==> src/inc/clu_pkg.sv <==
// package: register map, field layout and types of the configurable logic unit
`default_nettype none
package clu_pkg;

  // ************************
  // register byte addresses
  // ************************
  localparam logic [7:0] ADDR_GLOBAL   = 8'h00; // global_control
  localparam logic [7:0] ADDR_SEQ_BASE = 8'h04; // sequential_control, pair 0
  localparam logic [7:0] SEQ_STRIDE    = 8'h04;
  localparam logic [7:0] ADDR_LUT_BASE = 8'h10; // lut_control_a, unit 0
  localparam logic [7:0] LUT_STRIDE    = 8'h08; // lut_control_b sits at +4
  localparam logic [7:0] LUT_B_OFS     = 8'h04;
  localparam logic [7:0] ADDR_STATUS   = 8'h30; // live outputs, read only

  // ************************
  // field positions
  // ************************
  localparam int BIT_EN         = 0; // enable (global and per unit)
  localparam int BIT_LUT_CLOCK_SOURCE_SELECT     = 1; // lut_clock_source_select
  localparam int BIT_EDGE       = 2; // edge_detect_enable
  localparam int FILT_LSB       = 4; // filter select, 2 bits
  localparam int SEQ_STATUS_LSB = 8; // sequential outputs in status word

  // filter options
  localparam logic [1:0] FILT_OFF  = 2'h0;
  localparam logic [1:0] FILT_SYNC = 2'h1;
  localparam logic [1:0] FILT_FILT = 2'h2;

  // per-unit control, lut_control_a and lut_control_b together
  typedef struct packed {
    logic [7:0] pattern; // lookup_pattern
    logic [1:0] filt;
    logic       edge_en;
    logic       lut_clock_source_select;
    logic       en;
  } clu_lut_ctrl_t;

  localparam clu_lut_ctrl_t LUT_CTRL_RST = '0;

  // sequential_function_select
  typedef enum logic [2:0] {
    SEQ_OFF, SEQ_DFF, SEQ_JK, SEQ_DLATCH, SEQ_RS
  } clu_seq_t;

  function automatic logic [7:0] lut_a_addr(input int i);
    return 8'(ADDR_LUT_BASE + LUT_STRIDE * i);
  endfunction

  function automatic logic [7:0] seq_addr(input int p);
    return 8'(ADDR_SEQ_BASE + SEQ_STRIDE * p);
  endfunction

endpackage

`default_nettype wire

==> src/rtl/clu_top.sv <==
// configurable logic unit: lookup units, filters, edge detectors, sequencers
`timescale 1ns/1ps
`default_nettype none

// Operation
// - sequencer select writable only while even unit off
// - unit control fields writable only while unit off or by an enabling write; pattern only while off
// - enabling write updates fields; disabling write does not
// - keeps running during processor debug halt
// - edge detector pulses on rising input edge
// - edge_detect_enable bit switches detector on/off
// - edge state cleared one cycle after disable
// - pair sequencer: D, JK, D-latch, RS
// - sequencer fed by lut, filter or edge output
// - clock from peripheral clock or input line two
// - sequencer clocked like its even unit
module clu_top
  import clu_pkg::*;
#(
  parameter int NUM_LUTS = 4 // even, at most 4 with this map
) (
  input  wire logic                      ref_clk_i, // 100 MHz clock
  input  wire logic                      rst_i,     // sync, active high
  input  wire logic                      psel_i,    // apb select
  input  wire logic                      penable_i, // apb enable
  input  wire logic                      pwrite_i,  // apb direction
  input  wire logic [7:0]                paddr_i,   // apb byte address
  input  wire logic [31:0]               pwdata_i,  // apb write data
  input  wire logic [NUM_LUTS-1:0][2:0]  lut_in_i,  // unit inputs
  output logic      [31:0]               prdata_o,  // apb read data
  output logic                           pready_o,  // apb ready
  output logic                           pslverr_o, // unmapped address
  output logic      [NUM_LUTS-1:0]       lut_out_o  // unit outputs
);

  localparam int NP = NUM_LUTS / 2;

  // ************************
  // state
  // ************************
  logic          glob_en;
  clu_lut_ctrl_t ctrl [NUM_LUTS];
  clu_seq_t      seq_sel [NP];
  logic [NUM_LUTS-1:0] act;       // unit really running
  logic [NUM_LUTS-1:0] tick;      // unit clock event
  logic [NUM_LUTS-1:0] raw;       // lookup result
  logic [NUM_LUTS-1:0] pre;       // after filter stage
  logic [NUM_LUTS-1:0] in2_d;     // previous input line two
  logic [NUM_LUTS-1:0] s1;
  logic [NUM_LUTS-1:0] s2;
  logic [NUM_LUTS-1:0] filt;
  logic [NUM_LUTS-1:0] edge_prev;
  logic [NUM_LUTS-1:0] stage;     // unit result feeding sequencer
  logic [NP-1:0]       seq_q;
  logic                acc;
  logic                wr_do;
  logic                hit;
  logic [31:0]         next_rdata;

  // ************************
  // apb slave
  // ************************
  // one wait state keeps prdata and pready straight from flops
  assign acc   = psel_i & penable_i;
  assign wr_do = acc & pready_o & pwrite_i;

  always_ff @(posedge ref_clk_i) begin
    if (rst_i) begin
      pready_o <= 1'b0;
    end else begin
      pready_o <= acc & ~pready_o;
    end
  end

  // read data and error captured in the wait cycle
  always_ff @(posedge ref_clk_i) begin
    if (rst_i) begin
      prdata_o  <= '0;
      pslverr_o <= 1'b0;
    end else if (acc & ~pready_o) begin
      prdata_o  <= pwrite_i ? 32'h0000_0000 : next_rdata;
      pslverr_o <= ~hit;
    end
  end

  // address decode and read mux
  always_comb begin
    next_rdata = '0;
    hit        = 1'b0;
    if (paddr_i == ADDR_GLOBAL) begin
      hit           = 1'b1;
      next_rdata[BIT_EN] = glob_en;
    end
    if (paddr_i == ADDR_STATUS) begin
      hit = 1'b1;
      next_rdata[NUM_LUTS-1:0]         = lut_out_o;
      next_rdata[SEQ_STATUS_LSB +: NP] = seq_q;
    end
    for (int i = 0; i < NUM_LUTS; i++) begin
      if (paddr_i == lut_a_addr(i)) begin
        hit = 1'b1;
        next_rdata[BIT_EN]          = ctrl[i].en;
        next_rdata[BIT_LUT_CLOCK_SOURCE_SELECT]      = ctrl[i].lut_clock_source_select;
        next_rdata[BIT_EDGE]        = ctrl[i].edge_en;
        next_rdata[FILT_LSB +: 2]   = ctrl[i].filt;
      end
      if (paddr_i == 8'(lut_a_addr(i) + LUT_B_OFS)) begin
        hit = 1'b1;
        next_rdata[7:0] = ctrl[i].pattern;
      end
    end
    for (int p = 0; p < NP; p++) begin
      if (paddr_i == seq_addr(p)) begin
        hit = 1'b1;
        next_rdata[2:0] = seq_sel[p];
      end
    end
  end

  // global enable; no halt input exists, so debug halts never stop it
  always_ff @(posedge ref_clk_i) begin
    if (rst_i) begin
      glob_en <= 1'b0;
    end else if (wr_do && paddr_i == ADDR_GLOBAL) begin
      glob_en <= pwdata_i[BIT_EN];
    end
  end

  // unit control: enable always writable, the rest guarded
  always_ff @(posedge ref_clk_i) begin
    if (rst_i) begin
      for (int i = 0; i < NUM_LUTS; i++) begin
        ctrl[i] <= LUT_CTRL_RST;
      end
    end else begin
      for (int i = 0; i < NUM_LUTS; i++) begin
        if (wr_do && paddr_i == lut_a_addr(i)) begin
          ctrl[i].en <= pwdata_i[BIT_EN];
          if (!ctrl[i].en || pwdata_i[BIT_EN]) begin
            ctrl[i].lut_clock_source_select  <= pwdata_i[BIT_LUT_CLOCK_SOURCE_SELECT];
            ctrl[i].edge_en <= pwdata_i[BIT_EDGE];
            ctrl[i].filt    <= pwdata_i[FILT_LSB +: 2];
          end
        end
        if (wr_do && paddr_i == 8'(lut_a_addr(i) + LUT_B_OFS) && !ctrl[i].en) begin
          ctrl[i].pattern <= pwdata_i[7:0];
        end
      end
    end
  end

  // sequencer select, locked while the even unit's enable bit is set
  always_ff @(posedge ref_clk_i) begin
    if (rst_i) begin
      for (int p = 0; p < NP; p++) begin
        seq_sel[p] <= SEQ_OFF;
      end
    end else begin
      for (int p = 0; p < NP; p++) begin
        if (wr_do && paddr_i == seq_addr(p) && !ctrl[2*p].en) begin
          seq_sel[p] <= clu_seq_t'(pwdata_i[2:0]);
        end
      end
    end
  end

  // ************************
  // lookup units
  // ************************
  for (genvar i = 0; i < NUM_LUTS; i++) begin : g_unit
    assign act[i] = glob_en & ctrl[i].en;
    assign raw[i] = ctrl[i].pattern[lut_in_i[i]];
    // input line two used as a clock by edge detection on it
    assign tick[i] = ctrl[i].lut_clock_source_select ? (lut_in_i[i][2] & ~in2_d[i]) : 1'b1;
    assign pre[i] = (ctrl[i].filt == FILT_OFF)  ? raw[i] :
                    (ctrl[i].filt == FILT_SYNC) ? s2[i]  : filt[i];

    always_ff @(posedge ref_clk_i) begin
      if (rst_i) begin
        in2_d[i] <= 1'b0;
      end else begin
        in2_d[i] <= lut_in_i[i][2];
      end
    end

    // filter: output follows only after two equal samples
    always_ff @(posedge ref_clk_i) begin
      if (rst_i || !act[i]) begin
        s1[i]   <= 1'b0;
        s2[i]   <= 1'b0;
        filt[i] <= 1'b0;
      end else if (tick[i]) begin
        s1[i] <= raw[i];
        s2[i] <= s1[i];
        if (s1[i] == s2[i]) begin
          filt[i] <= s2[i];
        end
      end
    end

    // edge detector; rising edges only, falling needs an inverted pattern
    always_ff @(posedge ref_clk_i) begin
      if (rst_i || !act[i]) begin
        edge_prev[i] <= 1'b0;
        stage[i]     <= 1'b0;
      end else if (tick[i]) begin
        edge_prev[i] <= pre[i];
        stage[i] <= ctrl[i].edge_en ? (pre[i] & ~edge_prev[i]) : pre[i];
      end
    end

    // pin output; even unit shows its sequencer when one is chosen
    always_ff @(posedge ref_clk_i) begin
      if (rst_i) begin
        lut_out_o[i] <= 1'b0;
      end else if (i % 2 == 0 && seq_sel[i/2] inside {SEQ_DFF, SEQ_JK, SEQ_DLATCH, SEQ_RS}) begin
        lut_out_o[i] <= seq_q[i/2];
      end else begin
        lut_out_o[i] <= stage[i];
      end
    end

  end

  // ************************
  // sequencers, one per pair
  // ************************
  for (genvar p = 0; p < NP; p++) begin : g_seq
    logic a;
    logic b;
    assign a = stage[2*p];
    assign b = stage[2*p+1];

    // ticks with the even unit; latches update once per tick
    always_ff @(posedge ref_clk_i) begin
      if (rst_i || !act[2*p]) begin
        seq_q[p] <= 1'b0;
      end else if (tick[2*p]) begin
        unique case (seq_sel[p])
          SEQ_DFF: seq_q[p] <= b ? 1'b0 : a; // odd input clears
          SEQ_JK: begin
            if (a && b) begin
              seq_q[p] <= ~seq_q[p];
            end else if (a) begin
              seq_q[p] <= 1'b1;
            end else if (b) begin
              seq_q[p] <= 1'b0;
            end
          end
          SEQ_DLATCH: begin
            if (b) begin
              seq_q[p] <= a; // odd input is the gate
            end
          end
          SEQ_RS: begin
            if (b) begin
              seq_q[p] <= 1'b0; // reset wins
            end else if (a) begin
              seq_q[p] <= 1'b1;
            end
          end
          SEQ_OFF: seq_q[p] <= 1'b0;
          default: seq_q[p] <= 1'b0; // undefined select codes
        endcase
      end
    end

  end
endmodule // clu_top

`default_nettype wire

==> config.mk <==
export PLATFORM = sky130hd
export DESIGN_NAME = clu_top
export DESIGN_NICKNAME = d
export VERILOG_FILES = /design/src/inc/clu_pkg.sv /design/src/rtl/clu_top.sv
export SDC_FILE = /design/constraint.sdc
export NUM_CORES = 1
export LEC_CHECK = 0
export ABC_AREA = 1
export BUFFER_PORTS_ARGS = -buffer_cell sky130_fd_sc_hd__buf_2
export CAP_MARGIN = 10
export CORE_UTILIZATION = 60
export DETAILED_ROUTE_END_ITERATION = 12
export PLACE_DENSITY = 0.95
export SYNTH_ARGS = -nofsm -noshare
export SYNTH_HDL_FRONTEND = slang
export SYNTH_SLANG_ARGS = --single-unit
==> constraint.sdc <==
create_clock -name ref_clk_i -period 3 [get_ports ref_clk_i]
set_clock_uncertainty 0.1 [all_clocks]
set_input_delay 0.6 -clock ref_clk_i [delete_from_list [all_inputs] [get_ports ref_clk_i]]
set_output_delay 0.6 -clock ref_clk_i [all_outputs]
set_load 0.02 [all_outputs]
* After elaboration in Yosys (flattened, before gate mapping)
Memories as Yosys holds them, arrays and structs flattened.
Cells that the tools add are included.
** Operators by class
- Equality and inequality tests :: 33
- Reductions and logical operators :: 48
- Bitwise logic cells :: 50
- Magnitude comparators :: 4
- Muxes and demuxes :: 142
** Operator list (count)
- two-way mux 1 bit :: 109
- two-way mux 8 bit :: 8
- equality test 8 x 6 -> 1 bit, second input constant :: 5
- equality test 8 x 5 -> 1 bit, second input constant :: 4
- two-way mux 3 bit :: 8
- OR 1 bit :: 22
- logical AND 1 bit :: 19
- two-way mux 2 bit :: 9
- AND 1 bit :: 16
- less-than comparator 3 x 4 -> 1 bit, second input constant :: 4
- binary-select mux 1 bit (select 3 bit) :: 4
- equality test 3 x 2 -> 1 bit, second input constant :: 4
- inverter 1 bit :: 12
- two-way mux 10 bit :: 1
- equality test 2 x 1 -> 1 bit, second input constant :: 4
- equality test 8 x 3 -> 1 bit, second input constant :: 1
- equality test 8 x 4 -> 1 bit, second input constant :: 1
- zero test 1 bit :: 8
- zero test 2 bit :: 4
- zero test 8 bit :: 1
- logical OR 1 bit :: 8
- inequality test 4 x 3 -> 1 bit, second input constant :: 2
- one-hot mux 1 bit (4 select lines) :: 2
- AND reduction 2 bit :: 4
- other kinds (8) :: 17
** Storage, ports and cells
- RAM bits :: 58
- Memories :: 2
- Input bits :: 57
- Flip-flop bits (word level) :: 65
** Memory list
- ctrl :: depth 4, width 13, read ports 4, clocked after Yosys merged registers in 0, wr ports 4, RTL line clu_top.sv:42 : clu_lut_ctrl_t ctrl [NUM_LUTS];
- seq_sel :: depth 2, width 3, read ports 2, clocked after Yosys merged registers in 0, wr ports 2, RTL line clu_top.sv:43 : clu_seq_t seq_sel [NP];

* Depth between registers and ports, before layout
- Depth in word-level cells :: 14
- Mapped depth :: 14

* Least setup slack after synthesis
No wires, ideal clock.
- Path type :: input-to-reg
- From :: in paddr_i[7]
- To :: mem ctrl[2][10] (netlist name), enable pin
- Stages on the path :: 7
- Setup time :: 0.329 ns
- Path buffers :: 0
- Setup slack :: 0.973 ns
- Required time :: 2.571 ns
- Arrival :: 1.598 ns
- Cells stage by stage :: nor2_1 nand2_2 nor2_4 inv_2 nor3_1 inv_1 nand2_1
** RTL lines
- start: declaration :: RTL line clu_top.sv:27 : input wire logic [7:0] paddr_i,
- end: declaration :: RTL line clu_top.sv:42

==> metrics <==
status=finished clean; FILL cells=653; sequential-to-total area share from yosys stat=0.504; chip height=94.7 um; IO Port Bufs=48; Slew @ Worst Pin=785 ps; Final Max Tran Viols=0; Worst path slowest cell=dfxtp_1; cell row count=33; Max Fclk=472 MHz; total CTS buffers=9; Yosys reg bits=101; Post-Syn Area=5160 sq um; Ys Warns=0; final worst path period share=0.706; grt ovf=0; Synth Instances=655; P per Cell Area=473 nW/um^2; Setup Viol. Count Final=0; min cycle time layout=2120 ps; final hold vios=0; Die X=94.7 um; clk_lat worst skew=370 ps; largest net degree at the start of global routing=25; commonest cells after routing, fill and taps aside=nand2_1, nor2_1, inv_1; Setup crit end kind=flip-flop; area grow syn2layout=9.65%; Hold Path Class=reg2reg; CP startpoint kind=flip-flop; Crit path required time=2940 ps; ys flop type=edfxtp_1; GP Congestion=0.986; CP max FO=8; H-tree depth=3; TritonCTS clock tree=built; vias in the first global route=4345; Nets=767; Util after Layout=0.685; post_cts resized=0; Slew HR=0.476; RSZ-0062 raised after global routing=false; share of layout cells above drive strength 1=0.129; hold buffer count at CTS=0; leakage power=2.42 nW; critical path's most frequent cell=inv_1; wire per inst=15.6 um; Initial Util=0.625; antenna violations before repair=0; FFs w/ async S/R, synth=0; drt first pass iters=5; DRC errors left=0; hpwl dp=9.71 mm; die area=8970 sq um; clock root buffer=clkbuf_8; Placed Cells=804; final WL=12.8 mm; worst-case clock buffer depth=2; DRT iter0 DRCs=422; syn_area_per_cell=7.88 sq um; first-pass GRT wire length=20.6 mm; Unique masters post-synth=35; CTS Sinks=101; EDFF count, synth=58; IO Pins=95; most common cell after layout, fill and taps aside=nand2_1; Setup CP Type=reg2reg; CP arrival=2050 ps; crit path cell chain=inv_1, nor3_2, inv_1, nor3_1, inv_1, nand2_1; Setup TNS=0 ps; fin cells=820; Vias/cell=5.74; Fin Hold WS=367 ps; ant diodes=0; core box area=8260 sq um; via count=4708; delay of the slowest cell on the worst path=350 ps; Tot GR Track Use=0.308; Setup Buffers After CTS=0; peak supply drop=0.398 mV; Worst-path clk slew=100 ps; post-route ant nets=0; maxcap violations=0
-- logic make-up after synthesis --
| group | count (synthesis) | share of synthesized area |
|---|---|---|
| other | 1 | 0.000727 |
| buffers and inverters | 126 | 0.108 |
| AND/OR/NAND/NOR | 289 | 0.238 |
| AO/OA/AOI/OAI | 137 | 0.147 |
| flip-flops | 101 | 0.504 |
| XOR/XNOR | 1 | 0.00170 |
-- metal layers --
layer  GRT usage  routed length (um)
met4       0.131                 295
met1       0.382                4850
met3      0.0596                1190
met2       0.523                6480
met5           0                   0
-- where the power goes --
part	switching, mW	total (mW)	internal [mW]	leakage [nW]
registers	0.0222	1.51	1.49	0.944
clock network	0.464	0.938	0.474	0.104
logic	0.166	0.223	0.0572	1.37
-- sequential cells by signal, indices dropped and copies added (netlist names) --
register,count
prdata_o,10
s1,4
edge_prev,4
glob_en,1
g_seq.a,2
pready_o,1
pslverr_o,1
ctrl,52
filt,4
s2,4
seq_q,2
lut_out_o,4
g_seq.b,2
in2_d,4
seq_sel,6
-- cell usage after synthesis (2+ instances only) --
cell / count / area [sq um]
dfxtp_1: 43 / 861
buf_4: 22 / 165
nor2_4: 2 / 22.5
clkbuf_1: 5 / 18.8
o221ai_1: 3 / 26.3
nor2_1: 111 / 417
nand3_1: 22 / 110
inv_1: 89 / 334
o211ai_1: 12 / 90.1
nor3_1: 8 / 40.0
a32oi_1: 2 / 17.5
o21ai_1: 6 / 30.0
inv_2: 8 / 30.0
nor2_2: 5 / 31.3
clkinv_1: 2 / 7.51
o21ai_0: 49 / 245
a211oi_1: 6 / 45.0
a21oi_1: 54 / 270
nor4_1: 2 / 12.5
or2_2: 5 / 31.3
nand2_1: 119 / 447
edfxtp_1: 58 / 1740
nand2_2: 5 / 31.3
nand4_1: 6 / 37.5
-- metrics by stage --
| step | area (sq um) | worst slack [ps] | power [mW] |
|---|---|---|---|
| floorplan | 5240 | 973 | 1.70 |
| global placement | 5440 | 625 | 1.75 |
| detailed placement | 5440 | 537 | 1.76 |
| CTS | 5660 | 893 | 2.67 |
| global route | 5660 | 695 | 2.76 |
| finish | 5660 | 881 | 2.68 |
-- layout make-up --
class	count	area, sq um	area share
clock buffer	11	131	0.0232
clock inverter	5	85.1	0.0150
inverter	99	372	0.0657
multi-input combinational	449	2080	0.368
sequential	101	2600	0.460
tap	105	131	0.0232
timing repair buffer	50	255	0.0451
-- critical path: cells and delay by family, from the launching register on --
kind	cells	cell delay [ps]
DFF	1	350
buffers and inverters	3	410
and+or+nand+nor	3	920
-- path summary, 6_finish.rpt --
| kind | from | to | slack (ps) | depth (start not counted) |
|---|---|---|---|---|
| max | pready_o | ctrl[0][11] | 880 | 6 |
| max reg2reg | pready_o | ctrl[0][11] | 880 | 6 |
| min | prdata_o[3] | prdata_o[3] | 370 | 2 |
| min reg2reg | prdata_o[3] | prdata_o[3] | 370 | 2 |
No activity file was read; power rests on OpenSTA's default activity.
